==> src/drive_select_pkg.sv <==
// Constants shared by the drive select, status gating and fault latch logic.
// Overview of operation
// - Status pins are driven only while the drive is selected.
// - Jumpers pick one of four unit-select lines; the others are ignored.
// - Radial option makes the drive permanently selected.
// - Write error is latched and held until its clearing event.
// - Default: write-enable drop and reassert clears the latch.
// - Option: select drop and reassert clears the latch instead.
// - Burn-in jumper makes the drive seek between cylinder zero and top.
// - During burn-in every host control input is ignored.
// - Shared control inputs act only while the drive is selected, by own select line or radial option.
// - Control inputs are active low; undriven lines float high.
// - Head index lines decode as binary, line zero least significant.
// - Selected acknowledge goes low only when configured and selected, by own select line or radial option.
// - While the drive is active, write enable without current, or current without it, is a fault.
package drive_select_pkg;
  localparam int CLK_MHZ = 40;
  localparam int BURN_STEP_US = 10;
  localparam int BURN_STEP_CYC = BURN_STEP_US * CLK_MHZ;
  localparam logic [8:0] BURN_TICK_LAST = 9'(BURN_STEP_CYC - 1);
  localparam logic [8:0] CYL_LAST = 9'h131;

  // Positions inside the synchronised input vector.
  localparam int IN_WG = 0;
  localparam int IN_STEP = 1;
  localparam int IN_DIR = 2;
  localparam int IN_HEAD_LSB = 3;
  localparam int IN_SEL_LSB = 7;
  localparam int IN_JMP_LSB = 11;
  localparam int IN_W = 19;
  // Active-low cable lines idle high, jumper bits idle at not fitted.
  localparam logic [18:0] SYNC_RST = 19'h007FF;

  // Jumper pair positions, one bit per shorted pair.
  localparam int JMP_SEL_LSB = 0;
  localparam int JMP_BURNIN = 4;
  localparam int JMP_ALT_CLEAR = 5;
  localparam int JMP_RADIAL = 7;

  // Register offsets on the plain register port.
  localparam logic [3:0] ADDR_STATE = 4'h0;
  localparam logic [3:0] ADDR_EVENT = 4'h4;
  localparam logic [3:0] ADDR_MASK = 4'h8;

  // Event bits, shared by the event and mask registers.
  localparam int EV_W = 4;
  localparam int EV_WF_SET = 0;
  localparam int EV_WF_CLR = 1;
  localparam int EV_SELECT = 2;
  localparam int EV_STEP = 3;
  localparam logic [3:0] MASK_RST = 4'h0;

  // Fields of the state register.
  localparam int ST_SELECTED = 0;
  localparam int ST_ACTIVE = 1;
  localparam int ST_WF = 2;
  localparam int ST_CONFIG_OK = 3;
  localparam int ST_BURNIN = 4;
  localparam int ST_HEAD_LSB = 8;
  localparam int ST_CYL_LSB = 16;
endpackage

==> src/drive_select_status_gating.sv <==
// Drive select decoding, status pin gating, write fault latch and burn-in.
//
// Implementation choices: the plain strobed port and the placing of the registers.
`timescale 1ns/10ps
module drive_select_status_gating (
  input wire logic clk,
  input wire logic rst_n,
  input wire logic wr_gate_n,
  input wire logic [3:0] head_sel_n,
  input wire logic step_n,
  input wire logic dir_in_n,
  input wire logic [3:0] unit_sel_n,
  input wire logic [7:0] option_jumper_block,
  input wire logic write_current,
  input wire logic seek_done,
  input wire logic track_zero,
  input wire logic rev_marker,
  input wire logic drive_ready,
  input wire logic [3:0] addr,
  input wire logic [31:0] wdata,
  input wire logic wr_en,
  input wire logic rd_en,
  output logic [31:0] rdata,
  output logic irq,
  output logic seek_done_n_out,
  output logic seek_done_n_oe,
  output logic write_error_n_out,
  output logic write_error_n_oe,
  output logic rev_marker_n_out,
  output logic rev_marker_n_oe,
  output logic ready_n_out,
  output logic ready_n_oe,
  output logic track_zero_n_out,
  output logic track_zero_n_oe,
  output logic unit_selected_n_out,
  output logic unit_selected_n_oe,
  output logic [3:0] head_index,
  output logic step_pulse,
  output logic step_inward,
  output logic write_enable,
  output logic write_inhibit,
  output logic burn_in_active
);

  function automatic logic one_hot4(input logic [3:0] v);
    one_hot4 = (v == 4'h1) || (v == 4'h2) || (v == 4'h4) || (v == 4'h8);
  endfunction

  function automatic logic addressed(input logic [3:0] act,
                                     input logic [3:0] choice);
    addressed = one_hot4(choice) && ((act & choice) != 4'h0);
  endfunction

  wire [drive_select_pkg::IN_W-1:0] raw_in;
  logic [drive_select_pkg::IN_W-1:0] sync_meta;
  logic [drive_select_pkg::IN_W-1:0] sync_q;

  assign raw_in = {option_jumper_block, unit_sel_n, head_sel_n,
                   dir_in_n, step_n, wr_gate_n};

  // Two flops per line; only the second stage feeds any logic.
  genvar gi;
  generate
    for (gi = 0; gi < drive_select_pkg::IN_W; gi++) begin : g_sync
      always_ff @(posedge clk or negedge rst_n) begin
        if (!rst_n) begin
          sync_meta[gi] <= drive_select_pkg::SYNC_RST[gi];
          sync_q[gi] <= drive_select_pkg::SYNC_RST[gi];
        end else begin
          sync_meta[gi] <= raw_in[gi];
          sync_q[gi] <= sync_meta[gi];
        end
      end
    end
  endgenerate

  // Low on the cable means asserted.
  wire wg_act = ~sync_q[drive_select_pkg::IN_WG];
  wire step_act = ~sync_q[drive_select_pkg::IN_STEP];
  wire dir_act = ~sync_q[drive_select_pkg::IN_DIR];
  wire [3:0] head_act =
    ~sync_q[drive_select_pkg::IN_HEAD_LSB +: 4];
  wire [3:0] sel_act = ~sync_q[drive_select_pkg::IN_SEL_LSB +: 4];
  wire [7:0] jumpers = sync_q[drive_select_pkg::IN_JMP_LSB +: 8];

  wire [3:0] sel_choice = jumpers[drive_select_pkg::JMP_SEL_LSB +: 4];
  wire radial = jumpers[drive_select_pkg::JMP_RADIAL];
  wire burnin = jumpers[drive_select_pkg::JMP_BURNIN];
  wire alt_clear = jumpers[drive_select_pkg::JMP_ALT_CLEAR];

  wire config_ok = radial | one_hot4(sel_choice);
  wire own_sel = addressed(sel_act, sel_choice);
  wire selected = radial | own_sel;
  // Burn-in shuts out the whole host interface, select lines included.
  wire active = selected & ~burnin;

  logic step_prev;
  logic clr_src_prev;
  logic clr_dropped;
  logic wf_latch;
  logic sel_prev;

  wire step_edge = step_act & ~step_prev;
  wire host_step = active & step_edge;
  wire host_wg = active & wg_act;

  // Mismatch between write enable and write current while active.
  wire fault_cond = active & (host_wg ^ write_current);

  // The clearing source is the write enable or the own select line.
  wire clr_src = alt_clear ? (own_sel & ~burnin) : host_wg;
  wire clr_fall = clr_src_prev & ~clr_src;
  wire clr_rise = clr_src & ~clr_src_prev;
  wire next_dropped = wf_latch & ~fault_cond &
                      (clr_fall | (clr_dropped & ~clr_rise));
  wire clr_evt = wf_latch & clr_dropped & clr_rise & ~fault_cond;
  // A new fault in the clearing cycle keeps the latch set.
  wire next_wf = fault_cond | (wf_latch & ~clr_evt);

  always_ff @(posedge clk or negedge rst_n) begin
    if (!rst_n) begin
      step_prev <= 1'b0;
      clr_src_prev <= 1'b0;
      clr_dropped <= 1'b0;
      wf_latch <= 1'b0;
      sel_prev <= 1'b0;
    end else begin
      step_prev <= step_act;
      clr_src_prev <= clr_src;
      clr_dropped <= next_dropped;
      wf_latch <= next_wf;
      sel_prev <= active;
    end
  end

  // Burn-in stepping: a divider tick moves one cylinder, turning at ends.
  logic [8:0] burn_tick_cnt;
  logic [8:0] burn_cyl;
  logic burn_dir_in;
  wire burn_tick =
    burnin && (burn_tick_cnt == drive_select_pkg::BURN_TICK_LAST);
  wire burn_at_top = (burn_cyl == drive_select_pkg::CYL_LAST);
  wire burn_at_zero = (burn_cyl == 9'h000);
  wire next_burn_dir = burn_at_top ? 1'b0 :
                       (burn_at_zero ? 1'b1 : burn_dir_in);
  wire [8:0] next_burn_cyl = next_burn_dir ? burn_cyl + 9'h001
                                           : burn_cyl - 9'h001;

  always_ff @(posedge clk or negedge rst_n) begin
    if (!rst_n) begin
      burn_tick_cnt <= 9'h000;
      burn_cyl <= 9'h000;
      burn_dir_in <= 1'b1;
    end else if (!burnin) begin
      burn_tick_cnt <= 9'h000;
      burn_cyl <= 9'h000;
      burn_dir_in <= 1'b1;
    end else if (burn_tick) begin
      burn_tick_cnt <= 9'h000;
      burn_cyl <= next_burn_cyl;
      burn_dir_in <= next_burn_dir;
    end else begin
      burn_tick_cnt <= burn_tick_cnt + 9'h001;
    end
  end

  // Drive-side controls, all registered.
  wire next_step = burnin ? burn_tick : host_step;
  wire next_inward = burnin ? next_burn_dir : (active & dir_act);
  wire next_inhibit = next_wf;
  wire next_wenable = host_wg & ~next_wf;
  wire [3:0] next_head = active ? head_act : 4'h0;

  always_ff @(posedge clk or negedge rst_n) begin
    if (!rst_n) begin
      step_pulse <= 1'b0;
      step_inward <= 1'b0;
      write_enable <= 1'b0;
      write_inhibit <= 1'b0;
      head_index <= 4'h0;
      burn_in_active <= 1'b0;
    end else begin
      step_pulse <= next_step;
      step_inward <= next_inward;
      write_enable <= next_wenable;
      write_inhibit <= next_inhibit;
      head_index <= next_head;
      burn_in_active <= burnin;
    end
  end

  // Open-collector status pins: level always low, enable means asserted.
  logic pin_level;
  wire ack_next = active & config_ok & (radial | own_sel);

  always_ff @(posedge clk or negedge rst_n) begin
    if (!rst_n) begin
      pin_level <= 1'b0;
      seek_done_n_oe <= 1'b0;
      write_error_n_oe <= 1'b0;
      rev_marker_n_oe <= 1'b0;
      ready_n_oe <= 1'b0;
      track_zero_n_oe <= 1'b0;
      unit_selected_n_oe <= 1'b0;
    end else begin
      pin_level <= 1'b0;
      seek_done_n_oe <= active & seek_done;
      write_error_n_oe <= active & next_wf;
      rev_marker_n_oe <= active & rev_marker;
      ready_n_oe <= active & drive_ready;
      track_zero_n_oe <= active & track_zero;
      unit_selected_n_oe <= ack_next;
    end
  end

  assign seek_done_n_out = pin_level;
  assign write_error_n_out = pin_level;
  assign rev_marker_n_out = pin_level;
  assign ready_n_out = pin_level;
  assign track_zero_n_out = pin_level;
  assign unit_selected_n_out = pin_level;

  // Sticky events, mask and interrupt.
  logic [drive_select_pkg::EV_W-1:0] ev_status;
  logic [drive_select_pkg::EV_W-1:0] ev_mask;
  wire [drive_select_pkg::EV_W-1:0] ev_raw;

  assign ev_raw[drive_select_pkg::EV_WF_SET] = next_wf & ~wf_latch;
  assign ev_raw[drive_select_pkg::EV_WF_CLR] = clr_evt;
  assign ev_raw[drive_select_pkg::EV_SELECT] = active & ~sel_prev;
  assign ev_raw[drive_select_pkg::EV_STEP] = next_step;

  wire rd_state = rd_en && (addr == drive_select_pkg::ADDR_STATE);
  wire rd_event = rd_en && (addr == drive_select_pkg::ADDR_EVENT);
  wire rd_mask = rd_en && (addr == drive_select_pkg::ADDR_MASK);
  wire wr_mask = wr_en && (addr == drive_select_pkg::ADDR_MASK);

  // A read clears the events; an event in the same cycle survives.
  wire [drive_select_pkg::EV_W-1:0] next_status =
    (rd_event ? {drive_select_pkg::EV_W{1'b0}} : ev_status) | ev_raw;
  wire [drive_select_pkg::EV_W-1:0] next_mask =
    wr_mask ? wdata[drive_select_pkg::EV_W-1:0] : ev_mask;
  wire next_irq = |(next_status & next_mask);

  wire [31:0] state_word =
    (32'(selected) << drive_select_pkg::ST_SELECTED) |
    (32'(active) << drive_select_pkg::ST_ACTIVE) |
    (32'(wf_latch) << drive_select_pkg::ST_WF) |
    (32'(config_ok) << drive_select_pkg::ST_CONFIG_OK) |
    (32'(burnin) << drive_select_pkg::ST_BURNIN) |
    (32'(head_act) << drive_select_pkg::ST_HEAD_LSB) |
    (32'(burn_cyl) << drive_select_pkg::ST_CYL_LSB);
  wire [31:0] next_rdata =
    rd_state ? state_word :
    rd_event ? 32'(ev_status) :
    rd_mask ? 32'(ev_mask) : 32'h0000_0000;

  always_ff @(posedge clk or negedge rst_n) begin
    if (!rst_n) begin
      ev_status <= {drive_select_pkg::EV_W{1'b0}};
      ev_mask <= drive_select_pkg::MASK_RST;
      irq <= 1'b0;
      rdata <= 32'h0000_0000;
    end else begin
      ev_status <= next_status;
      ev_mask <= next_mask;
      irq <= next_irq;
      rdata <= next_rdata;
    end
  end

endmodule

==> config.mk <==
export PLATFORM = sky130hd
export DESIGN_NAME = drive_select_status_gating
export DESIGN_NICKNAME = d
export VERILOG_FILES = /design/src/drive_select_pkg.sv /design/src/drive_select_status_gating.sv
export SDC_FILE = /design/constraint.sdc
export NUM_CORES = 1
export LEC_CHECK = 0
export BUFFER_PORTS_ARGS = -buffer_cell sky130_fd_sc_hd__buf_2
export CAP_MARGIN = 10
export CELL_PAD_IN_SITES_DETAIL_PLACEMENT = 1
export CELL_PAD_IN_SITES_GLOBAL_PLACEMENT = 2
export CORE_AREA = 2 2 136 98
export CTS_BUF_LIST = sky130_fd_sc_hd__clkbuf_16
export DETAILED_ROUTE_END_ITERATION = 8
export DIE_AREA = 0 0 138 100
export PLACE_DENSITY_LB_ADDON = 0.1
export SETUP_SLACK_MARGIN = 0.2
export SYNTH_ARGS = -nofsm -noshare
export SYNTH_HDL_FRONTEND = slang
export SYNTH_SLANG_ARGS = --single-unit
==> constraint.sdc <==
create_clock -name clk -period 4.1 [get_ports clk]
set_clock_uncertainty 0.2 [all_clocks]
set_input_delay 0.205 -clock clk [delete_from_list [all_inputs] [get_ports clk]]
set_output_delay 0.205 -clock clk [all_outputs]
set_load 0.01 [all_outputs]
Word-level counts from Yosys, hierarchy flattened:

Index checks and enable logic that the tools add are counted.

* flip-flop bits (word level): 115
* latch bits: 0
* memory bits (writable): 0
* bits in read-only memories: 0
* output and inout port bits: 54
* memories: 0

* add/subtract/negate cells: 3
* multiply operators: 0
* divide/modulo/power cells: 0
* magnitude comparators: 0
* eq/ne operators: 9
* shifts and indexed selects: 0
* multiplexer cells: 18
* bitwise gates (word level): 55
* reductions and logical operators: 13

Operators by type and width (number)
* $mux W32: 2
* $mux W9: 5
* $or A32 B12 Y32: 1
* $or A32 B25 Y32: 1
* $or A32 B3 Y32: 1
* $or A32 B4 Y32: 1
* $or A32 B5 Y32: 1
* $and A1 B1 Y1: 26
* $add A9 B1 Y9 const B: 2
* $eq A9 B9 Y1 const B: 2
* $mux W4: 4
* $not A1 Y1: 13
* $logic_not A9 Y1: 1
* $sub A9 B1 Y9 const B: 1
* $and A4 B4 Y4: 2
* $eq A4 B3 Y1 const B: 2
* $eq A4 B4 Y1 const B: 2
* $not A4 Y4: 2
* $mux W1: 7
* $logic_and A1 B1 Y1: 6
* $eq A4 B1 Y1 const B: 1
* $eq A4 B2 Y1 const B: 1
* $logic_not A4 Y1: 1
* $or A1 B1 Y1: 4
* 7 further kinds: 9

Depth between registers and ports, before layout:

* word-level depth: 19
* depth in mapped cells: 11

Least setup slack after synthesis:

Ideal clock, no wire load.

* kind: register to register
* from: register burn_cyl[7]
* to: register burn_cyl[8]
* setup time: 0.079 ns
* arrival time: 2.717 ns
* required time: 3.821 ns
* slack: 1.104 ns
* cell stages (with the launch flop): 12
* buffers on the path: 0
* clock period less this slack: 2.996 ns
* cells stage by stage: dfrtp_1 nor4_2 and2_1 a311o_1 inv_1 fa_1 nand2b_1 a21oi_1 nor4_1 or3_1 a21oi_2 mux2i_1

* longest elaborated chain between the ends: 6
* elaborated cells on any way between the ends: 9

Ends and longest elaborated chain
* start: declaration: line drive_select_status_gating.sv:138 `logic [8:0] burn_cyl;`
* start signal: assignment: line drive_select_status_gating.sv:160 `burn_cyl <= next_burn_cyl;`
* parallel branches: the longest is 3 deep, another holds $sub A9 B1 Y9
* $mux W9 *: line drive_select_status_gating.sv:146 `wire [8:0] next_burn_cyl = next_burn_dir ? burn_cyl + 9'h001`
* $mux W9 *: line drive_select_status_gating.sv:158 `end else if (burn_tick) begin`
* $mux W9 *: line drive_select_status_gating.sv:154 `end else if (!burnin) begin`

Every way passes the cells marked *. The select of a mux whose other input is x is not followed.
A chain may end at the register's enable or synchronous reset.

Worst setup path after layout:

Ends and elaborated chain as after synthesis.

==> results_dict.tcl <==
set metrics [dict create \
    outcome "finished clean" \
    synth-edff-count 0 \
    critPathMaxFanout 12 \
    drt_iter0_markers 74 \
    drtPass1Iterations 4 \
    gp_congestion 0.719 \
    yosysSeqAreaShare 0.629 \
    routedWlPerCell_um 14.4 \
    mostFrequentLayoutCell "dfrtp_1" \
    grt_usage 0.136 \
    fin_cells 612 \
    layout.nets 514 \
    period_minus_slack_ns 3.49 \
    ys_warn_count 0 \
    path_clk_slew_ns 0.07 \
    hold_start "addr[3]" \
    io_pins 118 \
    ys.flop_type "dfrtp_1" \
    synth_seq_cells 101 \
    critPathMaxStageDelay_ns 0.51 \
    routed-via-count 2713 \
    cts_max_path_buffers 2 \
    antenna_found_initial 0 \
    postCtsHoldBufs 27 \
    cts_inserted_buffers 9 \
    die_w_um 138 \
    async_flop_share 1.00 \
    path_cells "nor4_2 > and2_1 > a311o_1 > inv_1 > fa_1 > nand2b_1 > a21oi_1 > nor4_1 > or3_1 > a21oi_2 > mux2i_1" \
    h-tree-depth 3 \
    pre_cts_ws_ns 0.626 \
    layout_setup_ws_ns 0.614 \
    cts.repair.resized 0 \
    cp.arrival_ns 3.56 \
    synth_area_per_cell_um2 11.9 \
    clkLatencyLatePin_ns 0.34 \
    whs_path_depth 3 \
    drtAntennaViolNets 0 \
    synthCells 341 \
    grt_max_degree 81 \
    yosysUniqueCellTypes 55 \
    die_y_um 100 \
    syn_to_final_growth_pct 24.5 \
    nFillCells 1391 \
    hold_end "rdata[1]$_DFF_PN0_" \
    placementRows 35 \
    cp_data_required_time_ns 4.17 \
    cp_slowest_cell "a311o_1" \
    finalSetupViolations 0 \
    clock_sinks 101 \
    antennaDiodeCount 0 \
    routed_wl_um 8810 \
    cap_violations 0 \
    path_buf_inv 1 \
    vias_per_cell 4.43 \
    power.density_mw_per_mm2 413 \
    path_class "flip-flop to flip-flop" \
    endpoint_kind "flip-flop" \
    cpLargestDelayFamily "simple AND/OR/NAND/NOR gates" \
    fmax_mhz 287 \
    leakagePower_nw 2.41 \
    initial_utilization 0.320 \
    timing.rr.end "burn_cyl[8]$_DFFE_PN0P_" \
    drive_above_1_share 0.274 \
    rsz0062_at_grt "false" \
    overflow 0 \
    slew_violations 0 \
    cts_tree "built" \
    drc 0 \
    setup_tns_ns 0 \
    reg2reg_depth 11 \
    syn-cell-area_mm2 0.00406 \
    final_cell_mix "dfrtp_1 (78), buf_2 (67), nor2_1 (31), nand2_1 (28), dlygate4sd3_1 (27)" \
    post_cts_buffers 0 \
    core_area_mm2 0.0127 \
    min_period_over_period 0.850 \
    placedCellCount 569 \
    r2r_start "burn_cyl[7]$_DFFE_PN0P_" \
    hold_viol 0 \
    grt_pass1_vias 2822 \
    peakVddDrop_mv 0.206 \
    fp.dieArea_mm2 0.0138 \
    max_slew.worst_pin.slew_ns 0.982 \
    cp-start-kind "flip-flop" \
    portBuffers 68 \
    hp-class "input pin to flip-flop" \
    grt_pass1_wl_um 14700 \
    relSlewSlack 0.345 \
    cts-root-buf "clkbuf_16" \
    dp_hpwl_um 6210 \
    r2r_slack_ns 0.61 \
]
==> per-layer routing <==
metal | up-vias | GRT usage | wire, um
li1 | 1307 | - | -
met1 | 1325 | 0.189 | 4530
met5 | - | 0 | 0
met2 | 69 | 0.207 | 3750
met3 | 12 | 0.0386 | 396
met4 | 0 | 0.0463 | 140
==> report_power, final <==
group / internal (mW) / total [mW] / leakage [nW] / switching, mW
combinational: 0.0882 / 0.196 / 1.03 / 0.107
clock: 0.413 / 0.790 / 0.131 / 0.377
sequential: 1.07 / 1.10 / 1.25 / 0.0350
==> registers in the layout, indices dropped and copies added, names as in the netlist, 4 cells and up <==
name / count
sync_meta: 18
ev_status: 4
sync_q: 11
burn_tick_cnt: 9
jumpers: 4
rdata: 18
burn_cyl: 9
ev_mask: 4
head_index: 4
==> synth_stat cells (3+ instances only) <==
master	number	area [um^2]
xor2_1	3	26.3
nor3_1	7	35.0
dfrtp_1	78	1950
o21ai_0	8	40.0
and3_1	8	50.1
or2_2	3	18.8
inv_1	12	45.0
mux2i_1	3	30.0
a21oi_1	11	55.1
dfstp_2	23	604
clkbuf_1	6	22.5
nand3_1	10	50.1
xnor2_1	11	96.3
nor2b_1	4	25.0
o31ai_1	3	22.5
ha_1	8	100
nor2_1	31	116
nand2_1	28	105
nand2b_1	9	56.3
buf_4	20	150
and2_1	14	87.6
==> area by class of cell <==
type | count | area (um^2) | area share
repair buffers | 97 | 628 | 0.124
multi-input cells | 219 | 1350 | 0.266
clock inverters | 7 | 48.8 | 0.00964
well taps | 166 | 208 | 0.0410
clock buffers | 9 | 225 | 0.0445
inverters | 13 | 48.8 | 0.00964
flip-flops and latches | 101 | 2560 | 0.505
==> kinds of logic after synthesis <==
group / after synthesis / share of synthesized area
flip-flops: 101 / 0.629
adder cells (fa/ha/maj): 9 / 0.0296
multiplexers: 5 / 0.0129
buffers and inverters: 40 / 0.0573
XOR/XNOR: 14 / 0.0302
AND/OR/NAND/NOR: 127 / 0.162
other: 1 / 0.000923
AO/OA/AOI/OAI: 44 / 0.0776
==> worst register-to-register path, delay by kind of cell (launching register included) <==
| family | cells | cell delay (ns) |
|---|---|---|
| multiplexers | 1 | 0.19 |
| buffers and inverters | 1 | 0.12 |
| AND/OR/NAND/NOR | 5 | 1.16 |
| flip-flops | 1 | 0.44 |
| AO/OA/AOI/OAI | 3 | 0.88 |
| adder cells (fa/ha/maj) | 1 | 0.41 |
==> worst max-delay path by stage <==
stage / from / end / cells after the start
2_1_floorplan: burn_cyl[7]$_DFFE_PN0P_ / burn_cyl[8]$_DFFE_PN0P_ / 11
3_3_place_gp: burn_cyl[7]$_DFFE_PN0P_ / burn_cyl[8]$_DFFE_PN0P_ / 11
3_5_place_dp: burn_cyl[7]$_DFFE_PN0P_ / burn_cyl[8]$_DFFE_PN0P_ / 11
4_1_cts: burn_cyl[7]$_DFFE_PN0P_ / burn_cyl[8]$_DFFE_PN0P_ / 11
5_1_grt: burn_cyl[7]$_DFFE_PN0P_ / burn_cyl[8]$_DFFE_PN0P_ / 11
6_report: burn_cyl[7]$_DFFE_PN0P_ / burn_cyl[8]$_DFFE_PN0P_ / 11
==> stage by stage <==
step | hold WS (ns) | power [mW] | area [um^2] | util
2_1_floorplan | -0.291 | 1.23 | 4130 | -
3_3_place_gp | 0.110 | 1.30 | 4520 | 0.356
3_5_place_dp | 0.113 | 1.30 | 4520 | 0.356
4_1_cts | 0.0712 | 2.12 | 5060 | 0.398
5_1_grt | 0.0930 | 2.20 | 5060 | 0.398
6_report | 0.0828 | 2.09 | 5060 | 0.398
No activity file was read; power rests on OpenSTA's default activity.
